<file path="src/dtfm_pkg.sv">
package dtfm_pkg;

  localparam int CODE_W = 14;
  localparam int TERM_N = 3;
  typedef logic [CODE_W-1:0] dtfm_code_t;

  ////////////////////////////////////////////////////////////////////////////
  // Output selection codes, positive logic, plus the negative-logic range and the no-function code
  localparam dtfm_code_t SEL_RUNNING = 14'h0000;
  localparam dtfm_code_t SEL_UP_TO_SPEED = 14'h0001;
  localparam dtfm_code_t SEL_OVERLOAD = 14'h0003;
  localparam dtfm_code_t SEL_FREQ_DETECT = 14'h0004;
  localparam dtfm_code_t SEL_REGEN_PRE = 14'h0007;
  localparam dtfm_code_t SEL_THERMAL_PRE = 14'h0008;
  localparam dtfm_code_t SEL_READY = 14'h000B;
  localparam dtfm_code_t SEL_OVERCURRENT = 14'h000C;
  localparam dtfm_code_t SEL_ZERO_CURRENT = 14'h000D;
  localparam dtfm_code_t SEL_PID_LOW = 14'h000E;
  localparam dtfm_code_t SEL_PID_HIGH = 14'h000F;
  localparam dtfm_code_t SEL_PID_FORWARD = 14'h0010;
  localparam dtfm_code_t SEL_BRAKE_RELEASE = 14'h0014;
  localparam dtfm_code_t SEL_FAN_FAULT = 14'h0019;
  localparam dtfm_code_t SEL_HEATSINK_PRE = 14'h001A;
  localparam dtfm_code_t SEL_POWERLOSS = 14'h002E;
  localparam dtfm_code_t SEL_PID_ACTIVE = 14'h002F;
  localparam dtfm_code_t SEL_RETRY = 14'h0040;
  localparam dtfm_code_t SEL_FAULT = 14'h0063;
  localparam dtfm_code_t SEL_POS_MAX = 14'h0063;
  localparam dtfm_code_t SEL_NEG_OFS = 14'h0064;
  localparam dtfm_code_t SEL_NEG_MAX = 14'h00C7;
  localparam dtfm_code_t SEL_NO_FUNC = 14'h270F;

  // Reset values of the three selections
  localparam dtfm_code_t INIT_OC1 = 14'h0000;
  localparam dtfm_code_t INIT_OC2 = 14'h0004;
  localparam dtfm_code_t INIT_RELAY = 14'h0063;

  ////////////////////////////////////////////////////////////////////////////
  // Stop selection ranges
  localparam dtfm_code_t STOP_A_MAX = 14'h0064;
  localparam dtfm_code_t STOP_B_MIN = 14'h03E8;
  localparam dtfm_code_t STOP_B_MAX = 14'h044C;
  localparam dtfm_code_t STOP_B_ALT = 14'h22B8;
  localparam dtfm_code_t STOP_A_ALT = 14'h270F;

  typedef enum logic [1:0] {
    DTFM_CMD_STOP = 2'b00,
    DTFM_CMD_FWD = 2'b01,
    DTFM_CMD_REV = 2'b10
  } dtfm_cmd_t;

  typedef struct packed {
    logic fwd;
    logic rev;
    logic jog;
    logic stop;
    logic inhibit;
  } dtfm_pins_t;

  typedef struct packed {
    logic running;
    logic up_to_speed_flag;
    logic overload_alarm_flag;
    logic freq_detect_flag;
    logic regen_brake_prealarm;
    logic thermal_prealarm;
    logic operation_ready_flag;
    logic overcurrent_detect_flag;
    logic zero_current_flag;
    logic pid_low_limit_flag;
    logic pid_high_limit_flag;
    logic pid_forward_flag;
    logic brake_release_request;
    logic fan_fault;
    logic heatsink_prealarm;
    logic powerloss_decel_flag;
    logic pid_active;
    logic retry_active_flag;
    logic fault_flag;
  } dtfm_flags_t;

  typedef struct packed {
    dtfm_code_t first_open_collector_select;
    dtfm_code_t second_open_collector_select;
    dtfm_code_t relay_output_select;
  } dtfm_sel_t;

endpackage

</file>
<file path="src/dtfm_mux.sv">
`timescale 1ns/1ps

// Summary of operation
// While jog input is active the three-wire stop input is ignored.
// Output inhibit shuts output off but keeps the self-hold latch.
// Stop selection picks two-start or start-plus-direction decoding.
// Two open-collector and one relay output; reset codes 0, 4, 99.
// Codes 0-99 drive flag direct; 100-199 drive flag inverted.
// Code 0 selects the running flag.
// Code 1 selects the up-to-speed flag.
// Code 3 selects the overload alarm flag.
// Code 4 selects the frequency detection flag.
// Code 7 selects the regenerative brake pre-alarm.
// Code 8 selects the thermal pre-alarm.
// Code 11 selects the operation ready flag.
// Code 12 selects the output current detection flag.
// Code 13 selects the zero current flag.
// Codes 14, 15, 16 select PID low, high and forward flags.
// Code 20 selects the brake release request.
// Code 25 selects the cooling fan fault flag.
// Code 26 selects the heatsink pre-alarm.
// Code 46 selects the power-loss deceleration flag.
// Code 47 selects the PID-active flag.
// Code 64 selects the retry-active flag.
// Code 9999 or any unlisted code keeps the terminal off.
// Terminal outputs registered; new code acts at the next edge.
module dtfm_mux
  import dtfm_pkg::*;
(
  input wire logic ref_clk_i,
  input wire logic rst_b_i,
  input wire logic forward_start_input_i,
  input wire logic reverse_start_input_i,
  input wire logic jog_input_i,
  input wire logic stop_input_i,
  input wire logic output_inhibit_input_i,
  input wire dtfm_code_t stop_select_setting_i,
  input wire logic sel_load_i,
  input wire dtfm_sel_t sel_i,
  input wire dtfm_flags_t status_flags_i,
  output dtfm_cmd_t run_cmd_o,
  output logic output_shutoff_o,
  output logic self_hold_o,
  output logic coast_stop_o,
  output logic [TERM_N-1:0] terminal_conduct_o
);

  typedef struct packed {
    dtfm_pins_t pin_m;
    dtfm_pins_t pin_s;
    logic hold_fwd;
    logic hold_rev;
    dtfm_cmd_t cmd;
    logic shutoff;
    logic self_hold;
    logic coast;
    logic [TERM_N-1:0] term;
    dtfm_code_t [TERM_N-1:0] sel;
  } dtfm_state_t;

  dtfm_state_t state_q;
  dtfm_state_t state_d;
  dtfm_pins_t pins_raw;
  logic stop3;
  logic mode_b;
  logic fwd_e;
  logic rev_e;

  ////////////////////////////////////////////////////////////////////////////
  // Decoders

  function automatic logic stop_mode_b(input dtfm_code_t s);
    stop_mode_b = ((s >= STOP_B_MIN) && (s <= STOP_B_MAX)) ||
                  (s == STOP_B_ALT);
  endfunction

  function automatic logic stop_coast(input dtfm_code_t s);
    stop_coast = (s <= STOP_A_MAX) ||
                 ((s >= STOP_B_MIN) && (s <= STOP_B_MAX));
  endfunction

  function automatic dtfm_cmd_t decode_cmd(input logic f, input logic r,
                                           input logic b);
    if (b)
    begin
      if (!f)
        decode_cmd = DTFM_CMD_STOP;
      else if (r)
        decode_cmd = DTFM_CMD_REV;
      else
        decode_cmd = DTFM_CMD_FWD;
    end
    else
    begin
      if (f && !r)
        decode_cmd = DTFM_CMD_FWD;
      else if (r && !f)
        decode_cmd = DTFM_CMD_REV;
      else
        decode_cmd = DTFM_CMD_STOP;
    end
  endfunction

  // Result is the conducting state of one terminal
  function automatic logic term_conduct(input dtfm_code_t code,
                                        input dtfm_flags_t fl);
    logic neg;
    logic valid;
    logic lvl;
    dtfm_code_t base;
    neg = (code >= SEL_NEG_OFS);
    base = neg ? dtfm_code_t'(code - SEL_NEG_OFS) : code;
    valid = (code <= SEL_NEG_MAX);
    lvl = 1'b0;
    case (base)
      SEL_RUNNING: lvl = fl.running;
      SEL_UP_TO_SPEED: lvl = fl.up_to_speed_flag;
      SEL_OVERLOAD: lvl = fl.overload_alarm_flag;
      SEL_FREQ_DETECT: lvl = fl.freq_detect_flag;
      SEL_REGEN_PRE: lvl = fl.regen_brake_prealarm;
      SEL_THERMAL_PRE: lvl = fl.thermal_prealarm;
      SEL_READY: lvl = fl.operation_ready_flag;
      SEL_OVERCURRENT: lvl = fl.overcurrent_detect_flag;
      SEL_ZERO_CURRENT: lvl = fl.zero_current_flag;
      SEL_PID_LOW: lvl = fl.pid_low_limit_flag;
      SEL_PID_HIGH: lvl = fl.pid_high_limit_flag;
      SEL_PID_FORWARD: lvl = fl.pid_forward_flag;
      SEL_BRAKE_RELEASE: lvl = fl.brake_release_request;
      SEL_FAN_FAULT: lvl = fl.fan_fault;
      SEL_HEATSINK_PRE: lvl = fl.heatsink_prealarm;
      SEL_POWERLOSS: lvl = fl.powerloss_decel_flag;
      SEL_PID_ACTIVE: lvl = fl.pid_active;
      SEL_RETRY: lvl = fl.retry_active_flag;
      SEL_FAULT: lvl = fl.fault_flag;
      default: valid = 1'b0;
    endcase
    // Negative logic still needs a listed function to conduct
    term_conduct = valid && (lvl ^ neg);
  endfunction

  ////////////////////////////////////////////////////////////////////////////
  // Next state

  assign pins_raw = '{fwd: forward_start_input_i,
                      rev: reverse_start_input_i,
                      jog: jog_input_i,
                      stop: stop_input_i,
                      inhibit: output_inhibit_input_i};

  always_comb
  begin
    state_d = state_q;
    state_d.pin_m = pins_raw;
    state_d.pin_s = state_q.pin_m;
    stop3 = state_q.pin_s.stop && !state_q.pin_s.jog;
    mode_b = stop_mode_b(stop_select_setting_i);
    // Inhibit is not part of the clear term on purpose
    if (state_q.pin_s.jog)
    begin
      state_d.hold_fwd = state_q.hold_fwd;
      state_d.hold_rev = state_q.hold_rev;
    end
    else if (!state_q.pin_s.stop)
    begin
      state_d.hold_fwd = 1'b0;
      state_d.hold_rev = 1'b0;
    end
    else if (state_q.pin_s.fwd)
    begin
      state_d.hold_fwd = 1'b1;
      state_d.hold_rev = 1'b0;
    end
    else if (state_q.pin_s.rev)
    begin
      state_d.hold_fwd = 1'b0;
      state_d.hold_rev = 1'b1;
    end
    fwd_e = state_q.pin_s.fwd || (stop3 && state_q.hold_fwd);
    rev_e = state_q.pin_s.rev || (stop3 && state_q.hold_rev);
    state_d.cmd = decode_cmd(fwd_e, rev_e, mode_b);
    state_d.shutoff = state_q.pin_s.inhibit;
    state_d.self_hold = state_d.hold_fwd || state_d.hold_rev;
    state_d.coast = stop_coast(stop_select_setting_i);
    if (sel_load_i)
    begin
      state_d.sel[0] = sel_i.first_open_collector_select;
      state_d.sel[1] = sel_i.second_open_collector_select;
      state_d.sel[2] = sel_i.relay_output_select;
    end
    // Uses the new code so a load shows on the same edge
    for (int i = 0; i < TERM_N; i++)
    begin
      state_d.term[i] = term_conduct(state_d.sel[i], status_flags_i);
    end
  end

  always_ff @(posedge ref_clk_i or negedge rst_b_i)
  begin
    if (!rst_b_i)
    begin
      state_q <= '0;
      state_q.sel <= {INIT_RELAY, INIT_OC2, INIT_OC1};
    end
    else
    begin
      state_q <= state_d;
    end
  end

  assign run_cmd_o = state_q.cmd;
  assign output_shutoff_o = state_q.shutoff;
  assign self_hold_o = state_q.self_hold;
  assign coast_stop_o = state_q.coast;
  assign terminal_conduct_o = state_q.term;
endmodule // dtfm_mux

</file>
<file path="config.mk">
export PLATFORM = sky130hd
export DESIGN_NAME = dtfm_mux
export DESIGN_NICKNAME = d
export VERILOG_FILES = /design/src/dtfm_pkg.sv /design/src/dtfm_mux.sv
export SDC_FILE = /design/constraint.sdc
export NUM_CORES = 1
export LEC_CHECK = 0
export BUFFER_PORTS_ARGS = -buffer_cell sky130_fd_sc_hd__buf_2
export CAP_MARGIN = 20
export CORE_UTILIZATION = 40
export CTS_BUF_LIST = sky130_fd_sc_hd__clkbuf_2
export DETAILED_ROUTE_END_ITERATION = 7
export PLACE_DENSITY_LB_ADDON = 0.15
export SETUP_SLACK_MARGIN = 0.4
export SLEW_MARGIN = 20
export SYNTH_ARGS = -nofsm -noshare
export SYNTH_HDL_FRONTEND = slang
export SYNTH_SLANG_ARGS = --single-unit
</file>
<file path="constraint.sdc">
create_clock -name ref_clk_i -period 6.7 [get_ports ref_clk_i]
set_clock_uncertainty 0.05 [all_clocks]
set_input_delay 0.335 -clock ref_clk_i [delete_from_list [all_inputs] [get_ports ref_clk_i]]
set_output_delay 0.335 -clock ref_clk_i [all_outputs]
set_load 0.03 [all_outputs]
</file>
======== Yosys cells after proc, flatten, opt, wreduce, memory -nomap -nowiden ========
Index checks and enable logic that the tools add are counted.
word-level totals
  logic and storage cells ................. 132
  register bits ........................... 62
operators by class
  multiplexer cells ....................... 19
  reduce and logical (&&, ||, !) cells .... 23
  bitwise gates (word level) .............. 3
  equal/unequal tests ..................... 55
  add/subtract/negate cells ............... 3
  $lt $le $gt $ge ......................... 9
operator list
  operator                                                                            count
  14-bit by 4-bit equality test with 1-bit output, second input constant              18
  14-bit by 5-bit equality test with 1-bit output, second input constant              12
  14-bit by 3-bit equality test with 1-bit output, second input constant              6
  14-bit by 6-bit equality test with 1-bit output, second input constant              6
  14-bit by 7-bit equality test with 1-bit output, second input constant              6
  1-bit one-hot mux with 19 select lines                                              3
  19-bit OR reduction                                                                 3
  14-bit by 1-bit equality test with 1-bit output, second input constant              3
  14-bit by 2-bit equality test with 1-bit output, second input constant              3
  14-bit by 7-bit >= comparator with 1-bit output, second input constant              3
  14-bit by 8-bit less-or-equal comparator with 1-bit output, second input constant   3
  14-bit zero test                                                                    3
  14-bit two-way mux                                                                  3
  42-bit two-way mux                                                                  1
  14-bit by 7-bit subtractor with 14-bit output, second input constant                3
  2-bit two-way mux                                                                   9
  14-bit equality test, second input constant                                         1
  14-bit by 10-bit >= comparator with 1-bit output, second input constant             1
  14-bit by 11-bit less-or-equal comparator with 1-bit output, second input constant  1
  14-bit by 7-bit less-or-equal comparator with 1-bit output, second input constant   1
  1-bit logical AND                                                                   9
  1-bit logical OR                                                                    5
  1-bit zero test                                                                     3
  1-bit two-way mux                                                                   3
  1-bit XOR                                                                           3

======== Logic depth before layout (Yosys ltp) ========
Gate-level depths: netlist of run 1.
  depth in word-level cells ............... 9
  gate-level depth with buffers ........... 18
  gate-level depth less buffers ........... 13

======== Worst setup path after synthesis of run 1 ========
Ideal clock, no wire load.
  path kind ............................... input to register
  from .................................... input sel_load_i
  to ...................................... register state_q (netlist bit terminal_conduct_o[1])
  data arrival time ....................... 4.062 ns
  stages on the path ...................... 17
  setup time .............................. 0.094 ns
  buffers on the path ..................... 4
  setup slack ............................. 2.494 ns
  cells stage by stage .................... buf_6 buf_6 buf_6 mux2i_2 inv_1 clkbuf_1 ha_1 or4b_2 nand4_2 a2111oi_4 mux2i_1 a21oi_1 a311oi_1 o22ai_1 o31a_1 or3_1 a221oi_2
RTL lines
  what                    RTL line         source
  start: declaration      dtfm_mux.sv:38   input wire logic sel_load_i,
  end signal: assignment  dtfm_mux.sv:206  state_q <= state_d;
  end: declaration        dtfm_mux.sv:61   dtfm_state_t state_q;

==> results of run 1 <==
## worst max-delay path, stage by stage
cell       delay [ns]
buf_4            0.54
mux2i_2          0.50
inv_1            0.28
ha_1             0.32
or4b_2           0.22
nand4_2          0.13
a2111oi_4        0.85
mux2i_1          0.46
a21oi_1          0.07
a311oi_1         0.29
o22ai_1          0.12
o31a_1           0.31
or3_1            0.33
a221oi_2         0.28
## report_power, final
| part | internal (mW) | leakage (nW) | switching [mW] |
|---|---|---|---|
| Sequential | 0.408 | 0.732 | 0.0229 |
| Clock | 0.163 | 0.0929 | 0.165 |
| Combinational | 0.154 | 1.75 | 0.235 |
| Total | 0.725 | 2.57 | 0.423 |
## layer usage
| layer | up-vias | share of wire | track usage |
|---|---|---|---|
| met2 | 209 | 0.46 | 0.393 |
| met5 | - | 0 | 0 |
| met3 | 23 | 0.063 | 0.0415 |
| met4 | 0 | 0.018 | 0.0827 |
| met1 | 2553 | 0.46 | 0.312 |
| li1 | 2581 | - | - |
## layout make-up
class | count | area, um2
well taps | 172 | 215
flip-flops and latches | 62 | 1560
repair buffers | 119 | 731
fillers | 1277 | 6540
clock inverters | 7 | 120
inverters | 31 | 116
multi-input cells | 504 | 3400
clock buffers | 9 | 45.0
## worst paths after layout
kind	from	to	slack, ns
worst max-delay path	sel_load_i	terminal_conduct_o[1]$_DFF_PN0_	2.09
worst min-delay path	sel_i[9]	state_q[37]$_DFF_PN0_	0.06
worst max register to register	state_q[16]$_DFF_PN1_	terminal_conduct_o[1]$_DFF_PN0_	2.10
worst min register to register	state_d[54]$_DFF_PN0_	state_q[54]$_DFF_PN0_	0.31
max in group asynchronous	rst_b_i	state_q[40]$_DFF_PN0_	5.64
min in group asynchronous	rst_b_i	state_q[15]$_DFF_PN0_	0.42
## flip-flops by register name, summed over array words and instances (netlist names)
name,count
state_q,48
state_d,6
terminal_conduct_o,3
run_cmd_o,2
coast_stop_o,1
output_shutoff_o,1
self_hold_o,1
## logic make-up (layout without fill, tap and decap cells)
| group | after synthesis | after routing | synth area share |
|---|---|---|---|
| buf+inv | 62 | 166 | 0.0572 |
| compound gates | 182 | 182 | 0.243 |
| fa+ha+maj | 6 | 6 | 0.0143 |
| flops | 62 | 62 | 0.297 |
| simple gates | 247 | 247 | 0.246 |
| mux | 59 | 59 | 0.126 |
| xor+xnor | 10 | 10 | 0.0167 |
## synthesized netlist by cell type, drive strengths merged, types with 5 or more instances
cell type and n:
nor2 58, dfrtp 57, nand2 56, a21oi 41
mux2i 36, nor3 32, o21ai 32, inv 31
mux2 23, buf 21, nand3 20, nor4 15
a22oi 10, clkbuf 10, nor4b 10, a31oi 9
o211ai 9, o22ai 9, xnor2 9, o31ai 8
o32ai 8, a22o 7, and2 7, and3 7
nor2b 7, a211oi 6, ha 6, dfstp 5
nand2b 5, nand3b 5
## through the flow
step | power, mW | std cells | setup WS (ns) | hold WS (ns)
finish | 1.15 | 904 | 2.09 | 0.0589
global route | 1.21 | 904 | 1.74 | 0.0229
CTS | 1.15 | 904 | 2.16 | 0.00807
detailed placement | 0.809 | 864 | 1.55 | 0.288
global placement | 0.803 | 864 | 1.75 | 0.283
floorplan | 0.696 | 628 | 2.49 | -0.0106
## timing repair
action                                 CTS  global route
setup buffers                            0             0
hold buffers                            24             0
endpoints found under the hold margin   79             0
==> impl_results.md, run 1 <==
- FFs w/ async S/R, synth: 1.00
- R2R depth: 13
- DRT Pass-1 Iters: 5
- Slew @ Worst Pin: 0.963 ns
- Slew headroom: 0.340
- VDD IR max: 0.0864 mV
- Commonest non-fill, non-tap cells in the layout: 89 x buf_2, 58 x nor2_1, 57 x dfrtp_1
- Proportion of layout cells with a drive suffix above 1: 0.227
- PwrDens: 185 mW/mm2
- Largest net degree at the start of global routing: 64
- Final hold vios: 0
- Synth warnings: 0
- Lkg Pwr: 2.57 nW
- Root buffer cell: clkbuf_2
- Gp weighted congestion: 0.975
- H-tree depth reported by CTS: 3
- Syn-to-layout area delta: 17.8%
- Post-synth EDFFs: 0
- Setup TNS: 0 ns
- Num ports: 91
- #FFs+latches synth: 62
- Max Fclk: 0.217 GHz
- Status: finished clean
- Area of placed instances: 0.00577 mm2
- CTS sink cnt: 62
- Worst-path clk slew: 0.24 ns
- Post-CTS Resized: 0
- Core outline area: 0.0127 mm2
- # DRC: 0
- Instance count of the mapped netlist: 628
- Final period util: 0.688
- Startpoint types: input port
- Antenna Diode Count: 0
- Vias in the first global route: 5071
- Buffers added on ports: 90
- Die ar.: 0.0136 mm2
- Crit end category: flop
- Ys flop type: dfrtp_1
- Worst-skew pair later-pin latency: 0.54 ns
- Worst Hold Class: in -> reg
- GRT Util Overall: 0.238
- Max-slew violations: 0
- CTS Buf Count: 9
- Largest cells by area after synthesis: dfrtp_1 27%, mux2i_1 5.5%, mux2_2 4.9%
- Height of the die: 117 um
- Avg Cell Area, Syn: 8.36 um2
- Final Cell Area: 0.00619 mm2
- Library cells used by synthesis: 77
- Synth Cell Area: 0.00525 mm2
- First-pass GRT wire length: 25100 um
- Row count: 41
- Final core occ: 0.486
- Yosys top cell by area: dfrtp_1
- Seq/Total Area, Yosys: 0.297
- Max-cap viol count: 0
- Initial antenna violation count: 0
- Commonest non-fill, non-tap cell in the layout: buf_2
- Setup Viol. Count Final: 0
- Worst Setup Path Type: in -> reg
- Total Wirelength: 15700 um
- Die span in x: 117 um
- WL per Instance: 17.4 um
- Critical Path RT: 7.15 ns
- Grt ovf: 0
- Worst Path Arrival: 5.06 ns
- Routed Antenna Nets: 0
- TritonCTS clock tree: built
- Crit path max fanout: 63
- Net Count, Synth: 717
- Final min period: 4.61 ns
- Maximum root-to-sink buffer count: 2
- Hold depth: 3
- RSZ-0062 raised after global routing: no
- Via count: 5366
- Synth top area share: 0.272
- HPWL after DPL: 11700 um
- Iter 0 DRT Violations: 396
- Vias per cell: 5.94
- Initial Util: 0.413
- Fin nets: 816
Note: power is estimated with default switching activity, not from simulation.
==> inputs of run 2 (changes only) <==
--- a/config.mk
+++ b/config.mk
@@ -5,6 +5,7 @@
 export SDC_FILE = /design/constraint.sdc
 export NUM_CORES = 1
 export LEC_CHECK = 0
+export ABC_AREA = 1
 export BUFFER_PORTS_ARGS = -buffer_cell sky130_fd_sc_hd__buf_2
 export CAP_MARGIN = 20
 export CORE_UTILIZATION = 40
==> constraint.sdc (replaced) <==
create_clock -name ref_clk_i -period 4.4 [get_ports ref_clk_i]
set_clock_uncertainty 0.05 [all_clocks]
set_input_delay 0.22 -clock ref_clk_i [delete_from_list [all_inputs] [get_ports ref_clk_i]]
set_output_delay 0.22 -clock ref_clk_i [all_outputs]
set_load 0.03 [all_outputs]
==> run 2 against run 1 <==
  * The run now ends with DRC left
  * Sequential power increased by 47%
  * Worst hold slack got worse by 0.014 ns
  * Via count increased by 18%
  * Routed wire length increased by 2.7%
  * First-iteration DRC count decreased by 7.1%
  * Worst setup slack got worse by 0.97 ns
  * Count of clock-buffer cells in the layout unchanged
  * Critical path depth increased by 6
  * Critical path type is now reg -> reg
  * Critical endpoint unchanged
  * Largest cell class unchanged
==> impl_results.md, run 2 <==
- Crit path max fanout: 20 (was 63)
- Post-CTS Hold Buffers: 47 (was 24)
- Comb pwr share: 0.355 (was 0.339)
- Antenna Diode Count: 0 (unchanged)
- FF-to-FF setup slack: 1.12 ns (was 2.10 ns)
- First-pass GRT wire length: 27900 um (was 25100 um)
- Final period util: 0.745
- Crit path top cell by count: nand2_1
- Iter 0 DRT Violations: 368 (was 396)
- Worst-skew pair later-pin latency: 0.54 ns (about the same)
- Count leader, synth: nand2_1 (was nor2_1)
- Largest net degree at the start of global routing: 63 (was 64)
- Proportion of layout cells with a drive suffix above 1: 0.197 (was 0.227)
- Gp weighted congestion: 0.864 (was 0.975)
- Crit end category: flop (unchanged)
- Top cells by count, synth: 327 x nand2_1, 129 x inv_1, 117 x nor2_1 (was 58 x nor2_1, 57 x dfrtp_1, 56 x nand2_1)
- Slowest stage delay, CP: 0.57 ns (was 0.85 ns)
- #FFs+latches synth: 62 (unchanged)
- GRT Util Overall: 0.219 (was 0.238)
- Reg-to-Reg End: terminal_conduct_o[1]$_DFF_PN0_ (unchanged)
- Die span in x: 125 um (was 117 um)
- Setup bufs post-CTS: 0 (unchanged)
- WL per Instance: 12.4 um (was 17.4 um)
- Startpoint types: flop (was input port)
- Net Count, Synth: 1072 (was 717)
- Final core occ: 0.485 (was 0.486)
- Core outline area: 0.0146 mm2 (was 0.0127 mm2)
- Seq/Total Area, Yosys: 0.258 (was 0.297)
- Via count: 6329 (was 5366)
- Sw power: 0.627 mW (was 0.423 mW)
- Initial Util: 0.413 (about the same)
- Int Power: 0.934 mW (was 0.725 mW)
- Violated checks: DRC
- Largest cells by area after synthesis: dfrtp_1 24%, nand2_1 20%, nand3_1 9.2% (was dfrtp_1 27%, mux2i_1 5.5%, mux2_2 4.9%)
- Final hold vios: 0 (unchanged)
- Grt ovf: 0 (unchanged)
- Critical Path RT: 4.81 ns (was 7.15 ns)
- Synth top area share: 0.236 (was 0.272)
- Delay-heaviest family, CP: simple AND/OR/NAND/NOR gates (was compound AO/OA/AOI/OAI gates)
- Vias per cell: 4.87 (was 5.94)
- HPWL after DPL: 12400 um (was 11700 um)
- Setup Viol. Count Final: 0 (unchanged)
- Commonest non-fill, non-tap cells in the layout: 327 x nand2_1, 129 x inv_1, 117 x nor2_1 (was 89 x buf_2, 58 x nor2_1, 57 x dfrtp_1)
- # DRC: 10 (was 0)
- Library cells used by synthesis: 42 (was 77)
- Setup TNS: 0 ns (unchanged)
- Syn-to-layout area delta: 17.5% (was 17.8%)
- Sequential power share: 0.406 (was 0.376)
- Synth warnings: 0 (unchanged)
- Hold path endpoint: state_q[30]$_DFF_PN0_ (was state_q[37]$_DFF_PN0_)
- Max-slew violations: 0 (unchanged)
- Maximum root-to-sink buffer count: 2 (unchanged)
- H-tree depth reported by CTS: 3 (unchanged)
- Total Wirelength: 16100 um (was 15700 um)
- Multi-input gate area: 0.00371 mm2 (was 0.00340 mm2)
- Post-synth EDFFs: 0 (unchanged)
- Switching share of power: 0.402 (was 0.368)
- Instance count of the mapped netlist: 983 (was 628)
- Worst path slowest cell: nor2_2 (was a2111oi_4)
- Routed Antenna Nets: 0 (unchanged)
- CTS sink cnt: 62 (unchanged)
- Avg Cell Area, Syn: 6.15 um2 (was 8.36 um2)
- Buffers added on ports: 90 (unchanged)
- Final min period: 3.28 ns
- Fin nets: 1200 (was 816)
- Total power: 1.56 mW (was 1.15 mW)
- Yosys top cell by area: dfrtp_1 (unchanged)
- Synth Cell Area: 0.00605 mm2 (was 0.00525 mm2)
- FF/Latch Area: 0.00156 mm2 (unchanged)
- Worst Setup Path Type: reg -> reg (was in -> reg)
- Vias in the first global route: 6083 (was 5071)
- Status: finished, violations left (was finished clean)
- Hold Startpoint: sel_i[2] (was sel_i[9])
- Slew @ Worst Pin: 0.812 ns (was 0.963 ns)
- Row count: 44 (was 41)
- Worst Hold Class: in -> reg (unchanged)
- Root buffer cell: clkbuf_2 (unchanged)
- Post-CTS Resized: 0 (unchanged)
- Hold depth: 5 (was 3)
- Max reg flops: 48 (unchanged)
- Largest Register: state_q (unchanged)
- TritonCTS clock tree: built (unchanged)
- RSZ-0062 raised after global routing: no (unchanged)
- PwrDens: 220 mW/mm2 (was 185 mW/mm2)
- WP buf/inv: 2 (unchanged)
- Initial antenna violation count: 0 (unchanged)
- Clock power frac: 0.239 (was 0.286)
- DRT Pass-1 Iters: 7 (was 5)
- CTS Buf Count: 9 (unchanged)
- Reg2reg start: state_q[17]$_DFF_PN0_ (was state_q[16]$_DFF_PN1_)
- VDD IR max: 0.123 mV (was 0.0864 mV)
- Fillers: 1558 (was 1277)
- CP cell instances: nand2_1 -> nand2_1 -> inv_1 -> ha_1 -> nand3_1 -> nand2_1 -> nand4_2 -> nand2_1 -> nand2_1 -> inv_1 -> nand2_1 -> nor2_2 -> nand3_1 -> nand2_1 -> nor2_1 -> nand2_1 -> nor2_1 -> a21oi_1 -> nand2_1 -> nor2_1 (was buf_4 -> mux2i_2 -> inv_1 -> ha_1 -> or4b_2 -> nand4_2 -> a2111oi_4 -> mux2i_1 -> a21oi_1 -> a311oi_1 -> o22ai_1 -> o31a_1 -> or3_1 -> a221oi_2)
- FFs w/ async S/R, synth: 1.00 (unchanged)
- Lkg Pwr: 3.90 nW (was 2.57 nW)
- Max-cap viol count: 0 (unchanged)
- Ys flop type: dfrtp_1 (unchanged)
- Commonest non-fill, non-tap cell in the layout: nand2_1 (was buf_2)
- Num ports: 91 (unchanged)
- Max Fclk: 0.305 GHz
- Height of the die: 125 um (was 117 um)
- R2R depth: 20 (was 13)
- Slew headroom: 0.458 (was 0.340)
- Worst-path clk slew: 0.20 ns (was 0.24 ns)
- Worst Path Arrival: 3.69 ns (was 5.06 ns)
- Die ar.: 0.0156 mm2 (was 0.0136 mm2)
-- run 2: cell count changes in the layout (fill, tap and decap cells not counted), sizes merged, moves of 35 or more --
cell | previous run | this run
inv | 33 | 140
nor2 | 58 | 146
nand3 | 20 | 121
nand2 | 56 | 376
a21oi | 41 | 6
mux2i | 36 | 0
-- run 2: metal layers --
| metal | share of wire | vias up | routed length [um] | GRT usage |
|---|---|---|---|---|
| met5 | 0 | - | 0 | 0 |
| li1 | - | 3342 | - | - |
| met4 | 0.016 | 0 | 255 | 0.0560 |
| met3 | 0.045 | 23 | 721 | 0.0394 |
| met2 | 0.49 | 157 | 7880 | 0.389 |
| met1 | 0.45 | 2807 | 7270 | 0.273 |
-- run 2: power groups by stage --
| stage | Combinational, mW | Clock [mW] | Sequential [mW] |
|---|---|---|---|
| 4_1_cts | 0.556 | 0.389 | 0.634 |
| 3_3_place_gp | 0.523 | 0 | 0.644 |
| 3_5_place_dp | 0.524 | 0 | 0.645 |
| 5_1_grt | 0.635 | 0.411 | 0.639 |
| 6_report | 0.555 | 0.373 | 0.634 |
| 2_1_floorplan | 0.386 | 0 | 0.645 |
-- run 2: worst max-delay path by stage --
stage                          startpoint                              end  slack [ns]  cells after the start
floorplan                      sel_load_i  terminal_conduct_o[0]$_DFF_PN0_        1.64                     24
detailed placement             sel_load_i  terminal_conduct_o[1]$_DFF_PN0_        0.66                     20
global route        state_q[17]$_DFF_PN0_  terminal_conduct_o[1]$_DFF_PN0_        0.72                     19
global placement               sel_load_i  terminal_conduct_o[2]$_DFF_PN0_        0.74                     24
finish              state_q[17]$_DFF_PN0_  terminal_conduct_o[1]$_DFF_PN0_        1.12                     20
CTS                 state_q[17]$_DFF_PN0_  terminal_conduct_o[1]$_DFF_PN0_        1.12                     19
-- run 2: cell families after synthesis --
kind of cell | count (synthesis) | synth area share
simple gates | 697 | 0.541
compound gates | 49 | 0.0503
buf+inv | 162 | 0.128
fa+ha+maj | 6 | 0.0124
flops | 62 | 0.258
xor+xnor | 7 | 0.0101
-- run 2: worst min-delay path, stage by stage --
cell     delay, ns
buf_2         0.07
inv_1         0.03
nand2_1       0.06
nand2_2       0.09
inv_1         0.13
-- run 2: cell type report --
type,count,area share
Multi-Input combinational cell,759,0.522
Sequential cell,62,0.219
Timing Repair Buffer,141,0.136
Inverter,138,0.0736
Tap cell,184,0.0324
Clock inverter,7,0.0102
Clock buffer,9,0.00634
-- run 2: stage by stage --
stage,hold WS [ns],setup slack [ns],area [um2],std cells
CTS,0.00185,1.12,7100,1299
global route,0.0383,0.720,7110,1300
detailed placement,0.279,0.658,6510,1236
finish,0.0452,1.12,7110,1300
floorplan,-0.126,1.64,6050,983
global placement,0.279,0.744,6510,1236
